**src/hdl/event_status_lock_pkg.sv**
```systemverilog
package event_status_lock_pkg;
  localparam logic [7:0] ADDR_EVENT_MASK  = 8'h09;
  localparam logic [7:0] ADDR_LIVE_STATUS = 8'h0a;
  localparam logic [7:0] ADDR_EVENT_LATCH = 8'h0b;
  localparam logic [7:0] ADDR_FAULT_HIST  = 8'h0c;
  localparam logic [7:0] ADDR_LOCK        = 8'h0d;
  localparam logic [7:0] ADDR_THRESH_CFG  = 8'h0e;
  localparam logic [7:0] ADDR_REGION_LAST = 8'h2f;
  localparam logic [7:0] LOCK_KEY         = 8'h4a;
  localparam logic [7:0] MASK_RESET       = 8'h00;
  localparam logic [7:0] THRESH_RESET     = 8'ha5;
  localparam logic [6:0] SLAVE_ADDR_RESET = 7'h68;
  // Status, event and fault bit positions
  localparam int BIT_EV_LONG_PRESS = 7;
  localparam int BIT_CUR_ALARM     = 7;
  localparam int BIT_THERMAL       = 6;
  localparam int BIT_INPUT_LOW     = 5;
  localparam int BIT_EV_KEY        = 4;
  localparam int BIT_ST_KEY        = 3;
  localparam int BIT_EV_CURRENT    = 3;
  localparam int BIT_GOOD          = 2;
  localparam int BIT_GEN1          = 1;
  localparam int BIT_GEN0          = 0;
  localparam int BIT_FL_RAMP       = 7;
  localparam int BIT_FL_SOFT       = 6;
  localparam int BIT_FL_INPUT      = 5;
  localparam int BIT_FL_LONG       = 4;
  localparam int BIT_FL_UV         = 3;
  localparam int BIT_FL_OC         = 2;
  localparam int BIT_FL_OT         = 1;
  localparam int BIT_FL_BOOT       = 0;
  // Positions inside the synchronised input vector
  localparam int NUM_ASYNC   = 16;
  localparam int IN_SCL      = 15;
  localparam int IN_SDA      = 14;
  localparam int IN_KEY      = 13;
  localparam int IN_CUR      = 12;
  localparam int IN_THERM    = 11;
  localparam int IN_LOWIN    = 10;
  localparam int IN_GOOD     = 9;
  localparam int IN_GEN1     = 8;
  localparam int IN_GEN0     = 7;
  localparam int IN_LONG     = 6;
  localparam int IN_RAMP     = 5;
  localparam int IN_UV       = 4;
  localparam int IN_OC       = 3;
  localparam int IN_OT       = 2;
  localparam int IN_SOFT     = 1;
  localparam int IN_GPCYC    = 0;
  // Timing
  localparam int CLK_PERIOD_NS      = 20;
  localparam int CYCLE_DELAY_MS     = 1000;
  localparam int CYCLE_DELAY_CYCLES = CYCLE_DELAY_MS * 1000000 / CLK_PERIOD_NS;
  localparam logic [3:0] BITS_PER_BYTE = 4'h8;
  typedef enum logic [4:0] {
    BUS_IDLE = 5'b00001,
    BUS_RX   = 5'b00010,
    BUS_ACK  = 5'b00100,
    BUS_TX   = 5'b01000,
    BUS_MACK = 5'b10000
  } bus_state_t;
  typedef enum logic [2:0] {
    PH_ADDR = 3'b001,
    PH_PTR  = 3'b010,
    PH_DATA = 3'b100
  } bus_phase_t;
endpackage

```
**src/hdl/event_status_lock_regs.sv**
```systemverilog
`timescale 1ns/1ps
`default_nettype none
module event_status_lock_regs
  import event_status_lock_pkg::*;
#(
  parameter int unsigned CYCLE_DELAY = CYCLE_DELAY_CYCLES,
  parameter logic [6:0]  SLAVE_ADDR  = SLAVE_ADDR_RESET
) (
  input  wire logic       ref_clk,
  input  wire logic       nrst,
  input  wire logic       scl,
  input  wire logic       sdaIn,
  output var  logic       sdaOut,
  output var  logic       sdaOe,
  input  wire logic       powerKeyPin,
  input  wire logic       converterCurrentAlarmLive,
  input  wire logic       thermalWarnLive,
  input  wire logic       inputLowWarnLive,
  input  wire logic       converterGoodLive,
  input  wire logic       genInput1Level,
  input  wire logic       genInput0Level,
  input  wire logic       longPressDetect,
  input  wire logic       rampupFailure,
  input  wire logic       inputUndervoltageFault,
  input  wire logic       converterOvercurrentFault,
  input  wire logic       overtemperatureFault,
  input  wire logic       softwarePowerCycleCtrl,
  input  wire logic       inputCycleRequest,
  input  wire logic       keyEdgeSelect,
  input  wire logic [1:0] genInputActiveHigh,
  output var  logic       interruptOutN,
  output var  logic       powerCycleRequest,
  output var  logic [7:0] thresholdCfg
);

  logic [NUM_ASYNC-1:0] asyncIn;
  logic [NUM_ASYNC-1:0] sync1_reg;
  logic [NUM_ASYNC-1:0] sync2_reg;
  logic [NUM_ASYNC-1:0] prev_reg;
  logic [NUM_ASYNC-1:0] rise;
  logic [NUM_ASYNC-1:0] fall;

  logic [7:0]  mask_reg;
  logic [7:0]  event_reg;
  logic [7:0]  fault_reg;
  logic [7:0]  thresh_reg;
  logic        unlocked_reg;
  logic        bootPending_reg;
  logic        cycleArmed_reg;
  logic [31:0] cycleCount_reg;
  logic        cycleFire_reg;
  logic        irqN_reg;

  bus_state_t  state_reg;
  bus_phase_t  phase_reg;
  logic [3:0]  bitCount_reg;
  logic [7:0]  shift_reg;
  logic [7:0]  pointer_reg;
  logic        readMode_reg;
  logic        sdaOe_reg;

  logic        sclRise;
  logic        sclFall;
  logic        busStart;
  logic        busStop;
  logic        wrStrobe;
  logic [7:0]  rdData;
  logic [7:0]  liveStatus;
  logic [7:0]  eventSet;
  logic [7:0]  eventClr;
  logic [7:0]  faultSet;
  logic        keyEvent;
  logic        byteDone;

  assign asyncIn = {scl, sdaIn, powerKeyPin, converterCurrentAlarmLive,
                    thermalWarnLive, inputLowWarnLive, converterGoodLive,
                    genInput1Level, genInput0Level, longPressDetect,
                    rampupFailure, inputUndervoltageFault,
                    converterOvercurrentFault, overtemperatureFault,
                    softwarePowerCycleCtrl, inputCycleRequest};

  // Two-stage synchronisers, third stage for edge finding and the SCL-high check of start and stop
  genvar gi;
  generate
    for (gi = 0; gi < NUM_ASYNC; gi++) begin : g_sync
      // Bus and key pins idle high, so reset there to avoid a false edge
      localparam logic IDLE_HIGH = (gi == IN_SCL) || (gi == IN_SDA) ||
                                   (gi == IN_KEY);
      always_ff @(posedge ref_clk or negedge nrst) begin
        if (!nrst) begin
          sync1_reg[gi] <= IDLE_HIGH;
          sync2_reg[gi] <= IDLE_HIGH;
          prev_reg[gi]  <= IDLE_HIGH;
        end else begin
          sync1_reg[gi] <= asyncIn[gi];
          sync2_reg[gi] <= sync1_reg[gi];
          prev_reg[gi]  <= sync2_reg[gi];
        end
      end
      assign rise[gi] = sync2_reg[gi] & ~prev_reg[gi];
      assign fall[gi] = ~sync2_reg[gi] & prev_reg[gi];
    end
  endgenerate

  assign sclRise  = rise[IN_SCL];
  assign sclFall  = fall[IN_SCL];
  assign busStart = fall[IN_SDA] & sync2_reg[IN_SCL] & prev_reg[IN_SCL];
  assign busStop  = rise[IN_SDA] & sync2_reg[IN_SCL] & prev_reg[IN_SCL];
  assign byteDone = (bitCount_reg == BITS_PER_BYTE);
  assign wrStrobe = (state_reg == BUS_RX) && sclFall && byteDone &&
                    (phase_reg == PH_DATA);

  // Live status view
  always_comb begin
    liveStatus = 8'h00;
    liveStatus[BIT_CUR_ALARM] = sync2_reg[IN_CUR];
    liveStatus[BIT_THERMAL]   = sync2_reg[IN_THERM];
    liveStatus[BIT_INPUT_LOW] = sync2_reg[IN_LOWIN];
    liveStatus[BIT_ST_KEY]    = ~sync2_reg[IN_KEY];
    liveStatus[BIT_GOOD]      = sync2_reg[IN_GOOD];
    liveStatus[BIT_GEN1]      = sync2_reg[IN_GEN1];
    liveStatus[BIT_GEN0]      = sync2_reg[IN_GEN0];
  end

  // Register read mux
  always_comb begin
    case (pointer_reg)
      ADDR_EVENT_MASK:  rdData = mask_reg;
      ADDR_LIVE_STATUS: rdData = liveStatus;
      ADDR_EVENT_LATCH: rdData = event_reg;
      ADDR_FAULT_HIST:  rdData = fault_reg;
      ADDR_LOCK:        rdData = unlocked_reg ? LOCK_KEY : 8'h00;
      ADDR_THRESH_CFG:  rdData = thresh_reg;
      default:          rdData = 8'h00;
    endcase
  end

  // Event sources
  assign keyEvent = keyEdgeSelect ? rise[IN_KEY] : fall[IN_KEY];
  always_comb begin
    eventSet = 8'h00;
    eventSet[BIT_EV_LONG_PRESS] = rise[IN_LONG];
    eventSet[BIT_THERMAL]       = rise[IN_THERM];
    eventSet[BIT_INPUT_LOW]     = rise[IN_LOWIN];
    eventSet[BIT_EV_KEY]        = keyEvent;
    eventSet[BIT_EV_CURRENT]    = rise[IN_CUR];
    eventSet[BIT_GOOD]          = fall[IN_GOOD];
    eventSet[BIT_GEN1] = genInputActiveHigh[1] ? rise[IN_GEN1]
                                               : fall[IN_GEN1];
    eventSet[BIT_GEN0] = genInputActiveHigh[0] ? rise[IN_GEN0]
                                               : fall[IN_GEN0];
    eventClr = 8'h00;
    if (wrStrobe && pointer_reg == ADDR_EVENT_LATCH) begin
      eventClr = shift_reg;
    end
  end

  always_comb begin
    faultSet = 8'h00;
    faultSet[BIT_FL_RAMP]  = rise[IN_RAMP];
    faultSet[BIT_FL_SOFT]  = rise[IN_SOFT];
    faultSet[BIT_FL_INPUT] = rise[IN_GPCYC];
    faultSet[BIT_FL_LONG]  = cycleFire_reg;
    faultSet[BIT_FL_UV]    = rise[IN_UV];
    faultSet[BIT_FL_OC]    = rise[IN_OC];
    faultSet[BIT_FL_OT]    = rise[IN_OT];
    faultSet[BIT_FL_BOOT]  = bootPending_reg;
  end

  // Mask register
  always_ff @(posedge ref_clk or negedge nrst) begin
    if (!nrst) begin
      mask_reg <= MASK_RESET;
    end else if (wrStrobe && pointer_reg == ADDR_EVENT_MASK) begin
      mask_reg <= shift_reg;
    end
  end

  // Event latches, set wins over clear
  always_ff @(posedge ref_clk or negedge nrst) begin
    if (!nrst) begin
      event_reg <= 8'h00;
    end else begin
      event_reg <= (event_reg & ~eventClr) | eventSet;
    end
  end

  // Fault history
  always_ff @(posedge ref_clk or negedge nrst) begin
    if (!nrst) begin
      fault_reg       <= 8'h00;
      bootPending_reg <= 1'b1;
    end else begin
      bootPending_reg <= 1'b0;
      if (wrStrobe && pointer_reg == ADDR_FAULT_HIST) begin
        fault_reg <= shift_reg | faultSet;
      end else begin
        fault_reg <= fault_reg | faultSet;
      end
    end
  end

  // Lock and configuration region
  always_ff @(posedge ref_clk or negedge nrst) begin
    if (!nrst) begin
      unlocked_reg <= 1'b0;
    end else if (wrStrobe && pointer_reg == ADDR_LOCK) begin
      unlocked_reg <= (shift_reg == LOCK_KEY);
    end
  end

  always_ff @(posedge ref_clk or negedge nrst) begin
    if (!nrst) begin
      thresh_reg <= THRESH_RESET;
    end else if (wrStrobe && unlocked_reg &&
                 pointer_reg == ADDR_THRESH_CFG) begin
      thresh_reg <= shift_reg;
    end
  end

  // Long-press power cycle timer, cancelled when the host clears bit 7
  always_ff @(posedge ref_clk or negedge nrst) begin
    if (!nrst) begin
      cycleArmed_reg <= 1'b0;
      cycleCount_reg <= 32'h0;
      cycleFire_reg  <= 1'b0;
    end else begin
      cycleFire_reg <= 1'b0;
      if (eventSet[BIT_EV_LONG_PRESS]) begin
        cycleArmed_reg <= 1'b1;
        cycleCount_reg <= 32'h0;
      end else if (cycleArmed_reg) begin
        if (!event_reg[BIT_EV_LONG_PRESS]) begin
          cycleArmed_reg <= 1'b0;
        end else if (cycleCount_reg == CYCLE_DELAY - 1) begin
          cycleArmed_reg <= 1'b0;
          cycleFire_reg  <= 1'b1;
        end else begin
          cycleCount_reg <= cycleCount_reg + 32'h1;
        end
      end
    end
  end

  // Interrupt output
  always_ff @(posedge ref_clk or negedge nrst) begin
    if (!nrst) begin
      irqN_reg <= 1'b1;
    end else begin
      irqN_reg <= ~|(event_reg & ~mask_reg);
    end
  end

  // Serial slave: address, pointer (write frames only), then data bytes with auto-increment
  always_ff @(posedge ref_clk or negedge nrst) begin
    if (!nrst) begin
      state_reg    <= BUS_IDLE;
      phase_reg    <= PH_ADDR;
      bitCount_reg <= 4'h0;
      shift_reg    <= 8'h00;
      pointer_reg  <= 8'h00;
      readMode_reg <= 1'b0;
      sdaOe_reg    <= 1'b0;
    end else if (busStart) begin
      state_reg    <= BUS_RX;
      phase_reg    <= PH_ADDR;
      bitCount_reg <= 4'h0;
      sdaOe_reg    <= 1'b0;
    end else if (busStop) begin
      state_reg <= BUS_IDLE;
      sdaOe_reg <= 1'b0;
    end else begin
      case (state_reg)
        BUS_IDLE: begin
          sdaOe_reg <= 1'b0;
        end
        BUS_RX: begin
          if (sclRise && !byteDone) begin
            shift_reg    <= {shift_reg[6:0], sync2_reg[IN_SDA]};
            bitCount_reg <= bitCount_reg + 4'h1;
          end else if (sclFall && byteDone) begin
            bitCount_reg <= 4'h0;
            case (phase_reg)
              PH_ADDR: begin
                if (shift_reg[7:1] == SLAVE_ADDR) begin
                  readMode_reg <= shift_reg[0];
                  phase_reg    <= shift_reg[0] ? PH_DATA : PH_PTR;
                  state_reg    <= BUS_ACK;
                  sdaOe_reg    <= 1'b1;
                end else begin
                  state_reg <= BUS_IDLE;
                end
              end
              PH_PTR: begin
                pointer_reg <= shift_reg;
                phase_reg   <= PH_DATA;
                state_reg   <= BUS_ACK;
                sdaOe_reg   <= 1'b1;
              end
              default: begin
                pointer_reg <= pointer_reg + 8'h1;
                state_reg   <= BUS_ACK;
                sdaOe_reg   <= 1'b1;
              end
            endcase
          end
        end
        BUS_ACK: begin
          if (sclFall) begin
            if (readMode_reg) begin
              shift_reg   <= {rdData[6:0], 1'b0};
              sdaOe_reg   <= ~rdData[7];
              pointer_reg <= pointer_reg + 8'h1;
              bitCount_reg <= 4'h1;
              state_reg   <= BUS_TX;
            end else begin
              sdaOe_reg <= 1'b0;
              state_reg <= BUS_RX;
            end
          end
        end
        BUS_TX: begin
          if (sclFall) begin
            if (byteDone) begin
              sdaOe_reg <= 1'b0;
              state_reg <= BUS_MACK;
            end else begin
              sdaOe_reg    <= ~shift_reg[7];
              shift_reg    <= {shift_reg[6:0], 1'b0};
              bitCount_reg <= bitCount_reg + 4'h1;
            end
          end
        end
        BUS_MACK: begin
          if (sclRise && sync2_reg[IN_SDA]) begin
            state_reg <= BUS_IDLE;
          end else if (sclFall) begin
            shift_reg    <= {rdData[6:0], 1'b0};
            sdaOe_reg    <= ~rdData[7];
            pointer_reg  <= pointer_reg + 8'h1;
            bitCount_reg <= 4'h1;
            state_reg    <= BUS_TX;
          end
        end
        default: begin
          state_reg <= BUS_IDLE;
          sdaOe_reg <= 1'b0;
        end
      endcase
    end
  end

  // Output flops
  always_ff @(posedge ref_clk or negedge nrst) begin
    if (!nrst) begin
      sdaOut            <= 1'b0;
      sdaOe             <= 1'b0;
      interruptOutN     <= 1'b1;
      powerCycleRequest <= 1'b0;
      thresholdCfg      <= THRESH_RESET;
    end else begin
      sdaOut            <= 1'b0;
      sdaOe             <= sdaOe_reg;
      interruptOutN     <= irqN_reg;
      powerCycleRequest <= cycleFire_reg;
      thresholdCfg      <= thresh_reg;
    end
  end

endmodule // event_status_lock_regs
`default_nettype wire

```
**config.mk**
```make
export PLATFORM = sky130hd
export DESIGN_NAME = event_status_lock_regs
export DESIGN_NICKNAME = d
export VERILOG_FILES = /design/src/hdl/event_status_lock_pkg.sv /design/src/hdl/event_status_lock_regs.sv
export SDC_FILE = /design/constraint.sdc
export NUM_CORES = 1
export LEC_CHECK = 0
export BUFFER_PORTS_ARGS = -buffer_cell sky130_fd_sc_hd__buf_2
export CORE_MARGIN = 3
export CORE_UTILIZATION = 41
export CTS_CLUSTER_DIAMETER = 200
export DETAILED_ROUTE_END_ITERATION = 10
export GPL_ROUTABILITY_DRIVEN = 0
export GPL_TIMING_DRIVEN = 0
export PLACE_DENSITY_LB_ADDON = 0.25
export SYNTH_ARGS = -nofsm -noshare
export SYNTH_HDL_FRONTEND = slang
export SYNTH_SLANG_ARGS = --single-unit
```
**constraint.sdc**
```tcl
create_clock -name ref_clk -period 5.4 [get_ports ref_clk]
set_input_delay 0.27 -clock ref_clk [delete_from_list [all_inputs] [get_ports ref_clk]]
set_output_delay 0.27 -clock ref_clk [all_outputs]
set_load 0.01 [all_outputs]
```
==> results.ini <==
[global_routing]
grtUsageTotal = 0.180
grt_pass1_vias = 5620
grt_pass1_wl_mm = 28.7
overflow = 0
antenna_found_initial = 0
grt_max_degree = 84

[synthesis]
synthAdderAreaFrac = 0.0120
synth_compound_area_frac = 0.148
netlist_area_um2 = 7310
async_flop_share = 1.00
synthTopCellsByArea = dfrtp_1, dfstp_2, mux2_2, nand2_1, a21oi_1
yosys_warnings = 0
synthSimpleGateAreaFrac = 0.195
yosysTopAreaCell = dfrtp_1
synth_top_area_frac = 0.466
avgSynthCellArea_um2 = 10.8
synth_commonest_cells = dfrtp_1, nand2_1, a21oi_1
ys_seq_area_frac = 0.545
synth_flop_cell = dfrtp_1
synth_top_family_by_area = simple AND/OR/NAND/NOR gates
synth_edf_count = 0
synth_cell_types = 77
netlist_instances = 679
synth_mux_area_frac = 0.0609
synth-xor-area-share = 0.00599
synth-seq-cells = 158
yosysMostFrequentCell = dfrtp_1

[die]
rows = 48
start_util = 0.421
die_height_um = 140
core_area_um2 = 17400
ios = 33
die_w_um = 140
dieArea_um2 = 19500

[final_layout]
instances_no_fill = 986
fin_area_um2 = 8490
largest_register_ffs = 32
area_delta_synth_final_pct = 16.2
drive_gt1_frac = 0.173
nets = 776
num_antenna_cells = 0

[worst_setup_path]
cp_max_fo = 10
cp.arrival_ns = 2.91
worst_setup_path_start_kind = register
critPathRequiredTime_ns = 5.71
path_class = register to register
r2r_setup_slack_ns = 2.79
end_kind = register

[sta]
tightestPinTransition_ns = 0.920
clock_skew_ns = 0.00827
rsz0062_at_grt = false
relSlewSlack = 0.383
setup_viol = 0
period_share = 0.483
timing.fmax_mhz = 383
setup_tns_ns = 0
finalHoldViolCount = 0
post-route-min-period_ns = 2.61
slew_violations = 0

[placement]
port_buffers = 31
dp_hpwl_mm = 11.6
dp_cells = 937
place_area_um2 = 7780

[clock_tree]
cts.htree.levels = 4
clockBufferDepth = 2
cts_inserted_buffers = 17
cts_root_buf = clkbuf_16
cts_tree = done
clock-sinks = 158
path_clk_slew_ns = 0.06
cts_setup_buffers = 0
cts_resized = 0
clkLatencyLatePin_ns = 0.42

[pwr]
p_int_mw = 1.90
power_leakage_nw = 3.73
switchingPower_mw = 0.646
combPwrFrac = 0.069
clockPowerShare = 0.436
powerDensity_nw_per_um2 = 300
seq_power_share = 0.495
ir_worst_vdd_mv = 0.218
swShare = 0.254

[run]
max_cap_viol_count = 0

[detailed_routing]
drt-wirelength-per-cell_um = 17.3
drc = 0
drt-total-wl_mm = 17.1
via_count = 5673
vias_per_cell = 5.75
ant_nets = 0
drt_iter0_drc = 528
drt_pass1_iterations = 7

[run_status]
outcome = complete, no violations

[hold_path]
hold_path_class = primary input to register

-- final timing paths --
kind / end / cells past startpoint / from
worst max-delay path: thresh_reg[3]$_DFFE_PN0P_ / 8 / prev_reg[15]$_DFF_PN1_
worst max register to register: thresh_reg[3]$_DFFE_PN0P_ / 8 / prev_reg[15]$_DFF_PN1_
worst min-delay path: event_reg[4]$_DFF_PN0_ / 3 / keyEdgeSelect
max in group asynchronous: sync1_reg[13]$_DFF_PN1_ / 3 / nrst
worst min register to register: liveStatus[1]$_DFF_PN0_ / 0 / sync1_reg[8]$_DFF_PN0_
min in group asynchronous: sync1_reg[5]$_DFF_PN0_ / 2 / nrst
-- cell type report --
cell class | count | area (um^2)
timing repair buffer | 49 | 359
fill | 1553 | 8860
clock inverter | 12 | 104
multi-input combinational | 465 | 3090
inverter | 26 | 97.6
clock buffer | 20 | 437
buffer | 31 | 144
sequential | 158 | 3980
tap | 225 | 282
-- worst max-delay path, stage by stage, from the launching register on --
cell     delay, ns
dfstp_2       0.51
buf_2         0.18
and2b_1       0.28
nand4_1       0.25
nor2_1        0.23
buf_2         0.25
and3_1        0.18
buf_2         0.25
mux2_2        0.36
-- cells in the final DEF (no fill, tap or decap), types with 7 or more instances in the layout --
master and n:
a21oi_1 36, a22o_1 7, and3_1 16, buf_2 43, clkbuf_1 19, clkbuf_16 17
dfrtp_1 136, dfstp_2 22, dlygate4sd3_1 17, ha_1 7, inv_1 25, mux2_2 24
mux2i_1 13, nand2_1 59, nand2b_1 10, nand3_1 28, nand4_1 13, nor2_1 26
nor2b_1 12, nor3_1 8, nor4_1 10, o211ai_1 10, o21ai_0 33, o22ai_1 9
o31ai_1 7, or3_1 13, or4_1 16
-- kinds of logic (layout without fill, tap and decap cells) --
kind of cell	after synthesis	in the layout
AND/OR/NAND/NOR	250	250
adder cells (fa/ha/maj)	7	7
other	1	2
multiplexers	41	41
AO/OA/AOI/OAI	160	160
buffers and inverters	57	138
XOR/XNOR	5	5
flip-flops	158	158
-- through the flow --
stage | utilization | worst slack [ns] | power [mW] | hold slack, ns
floorplan | - | 3.20 | 1.37 | -0.0256
global placement | 0.446 | 1.79 | 1.44 | 0.332
detailed placement | 0.448 | 2.82 | 1.45 | 0.335
CTS | 0.489 | 2.81 | 2.58 | 0.164
global route | 0.489 | 2.62 | 2.65 | 0.183
finish | 0.489 | 2.79 | 2.54 | 0.181
-- per-layer routing --
metal	up-vias	GRT usage	share of wire
met5	-	0	0
met4	0	0.0649	0.016
met3	24	0.0344	0.044
met2	169	0.277	0.47
met1	2808	0.254	0.47
li1	2672	-	-
-- power groups by stage --
stage | Sequential [mW] | Combinational [mW] | Clock (mW)
floorplan | 1.27 | 0.105 | 0
global placement | 1.28 | 0.158 | 0
detailed placement | 1.28 | 0.167 | 0
CTS | 1.26 | 0.177 | 1.14
global route | 1.26 | 0.198 | 1.19
finish | 1.26 | 0.177 | 1.11
-- timing repair --
action                                  4_1_cts  5_1_grt
endpoints found under the setup margin        0        0
hold endpoints to repair                     77        0
hold buffers                                 17        0
No activity file was read; power rests on OpenSTA's default activity.
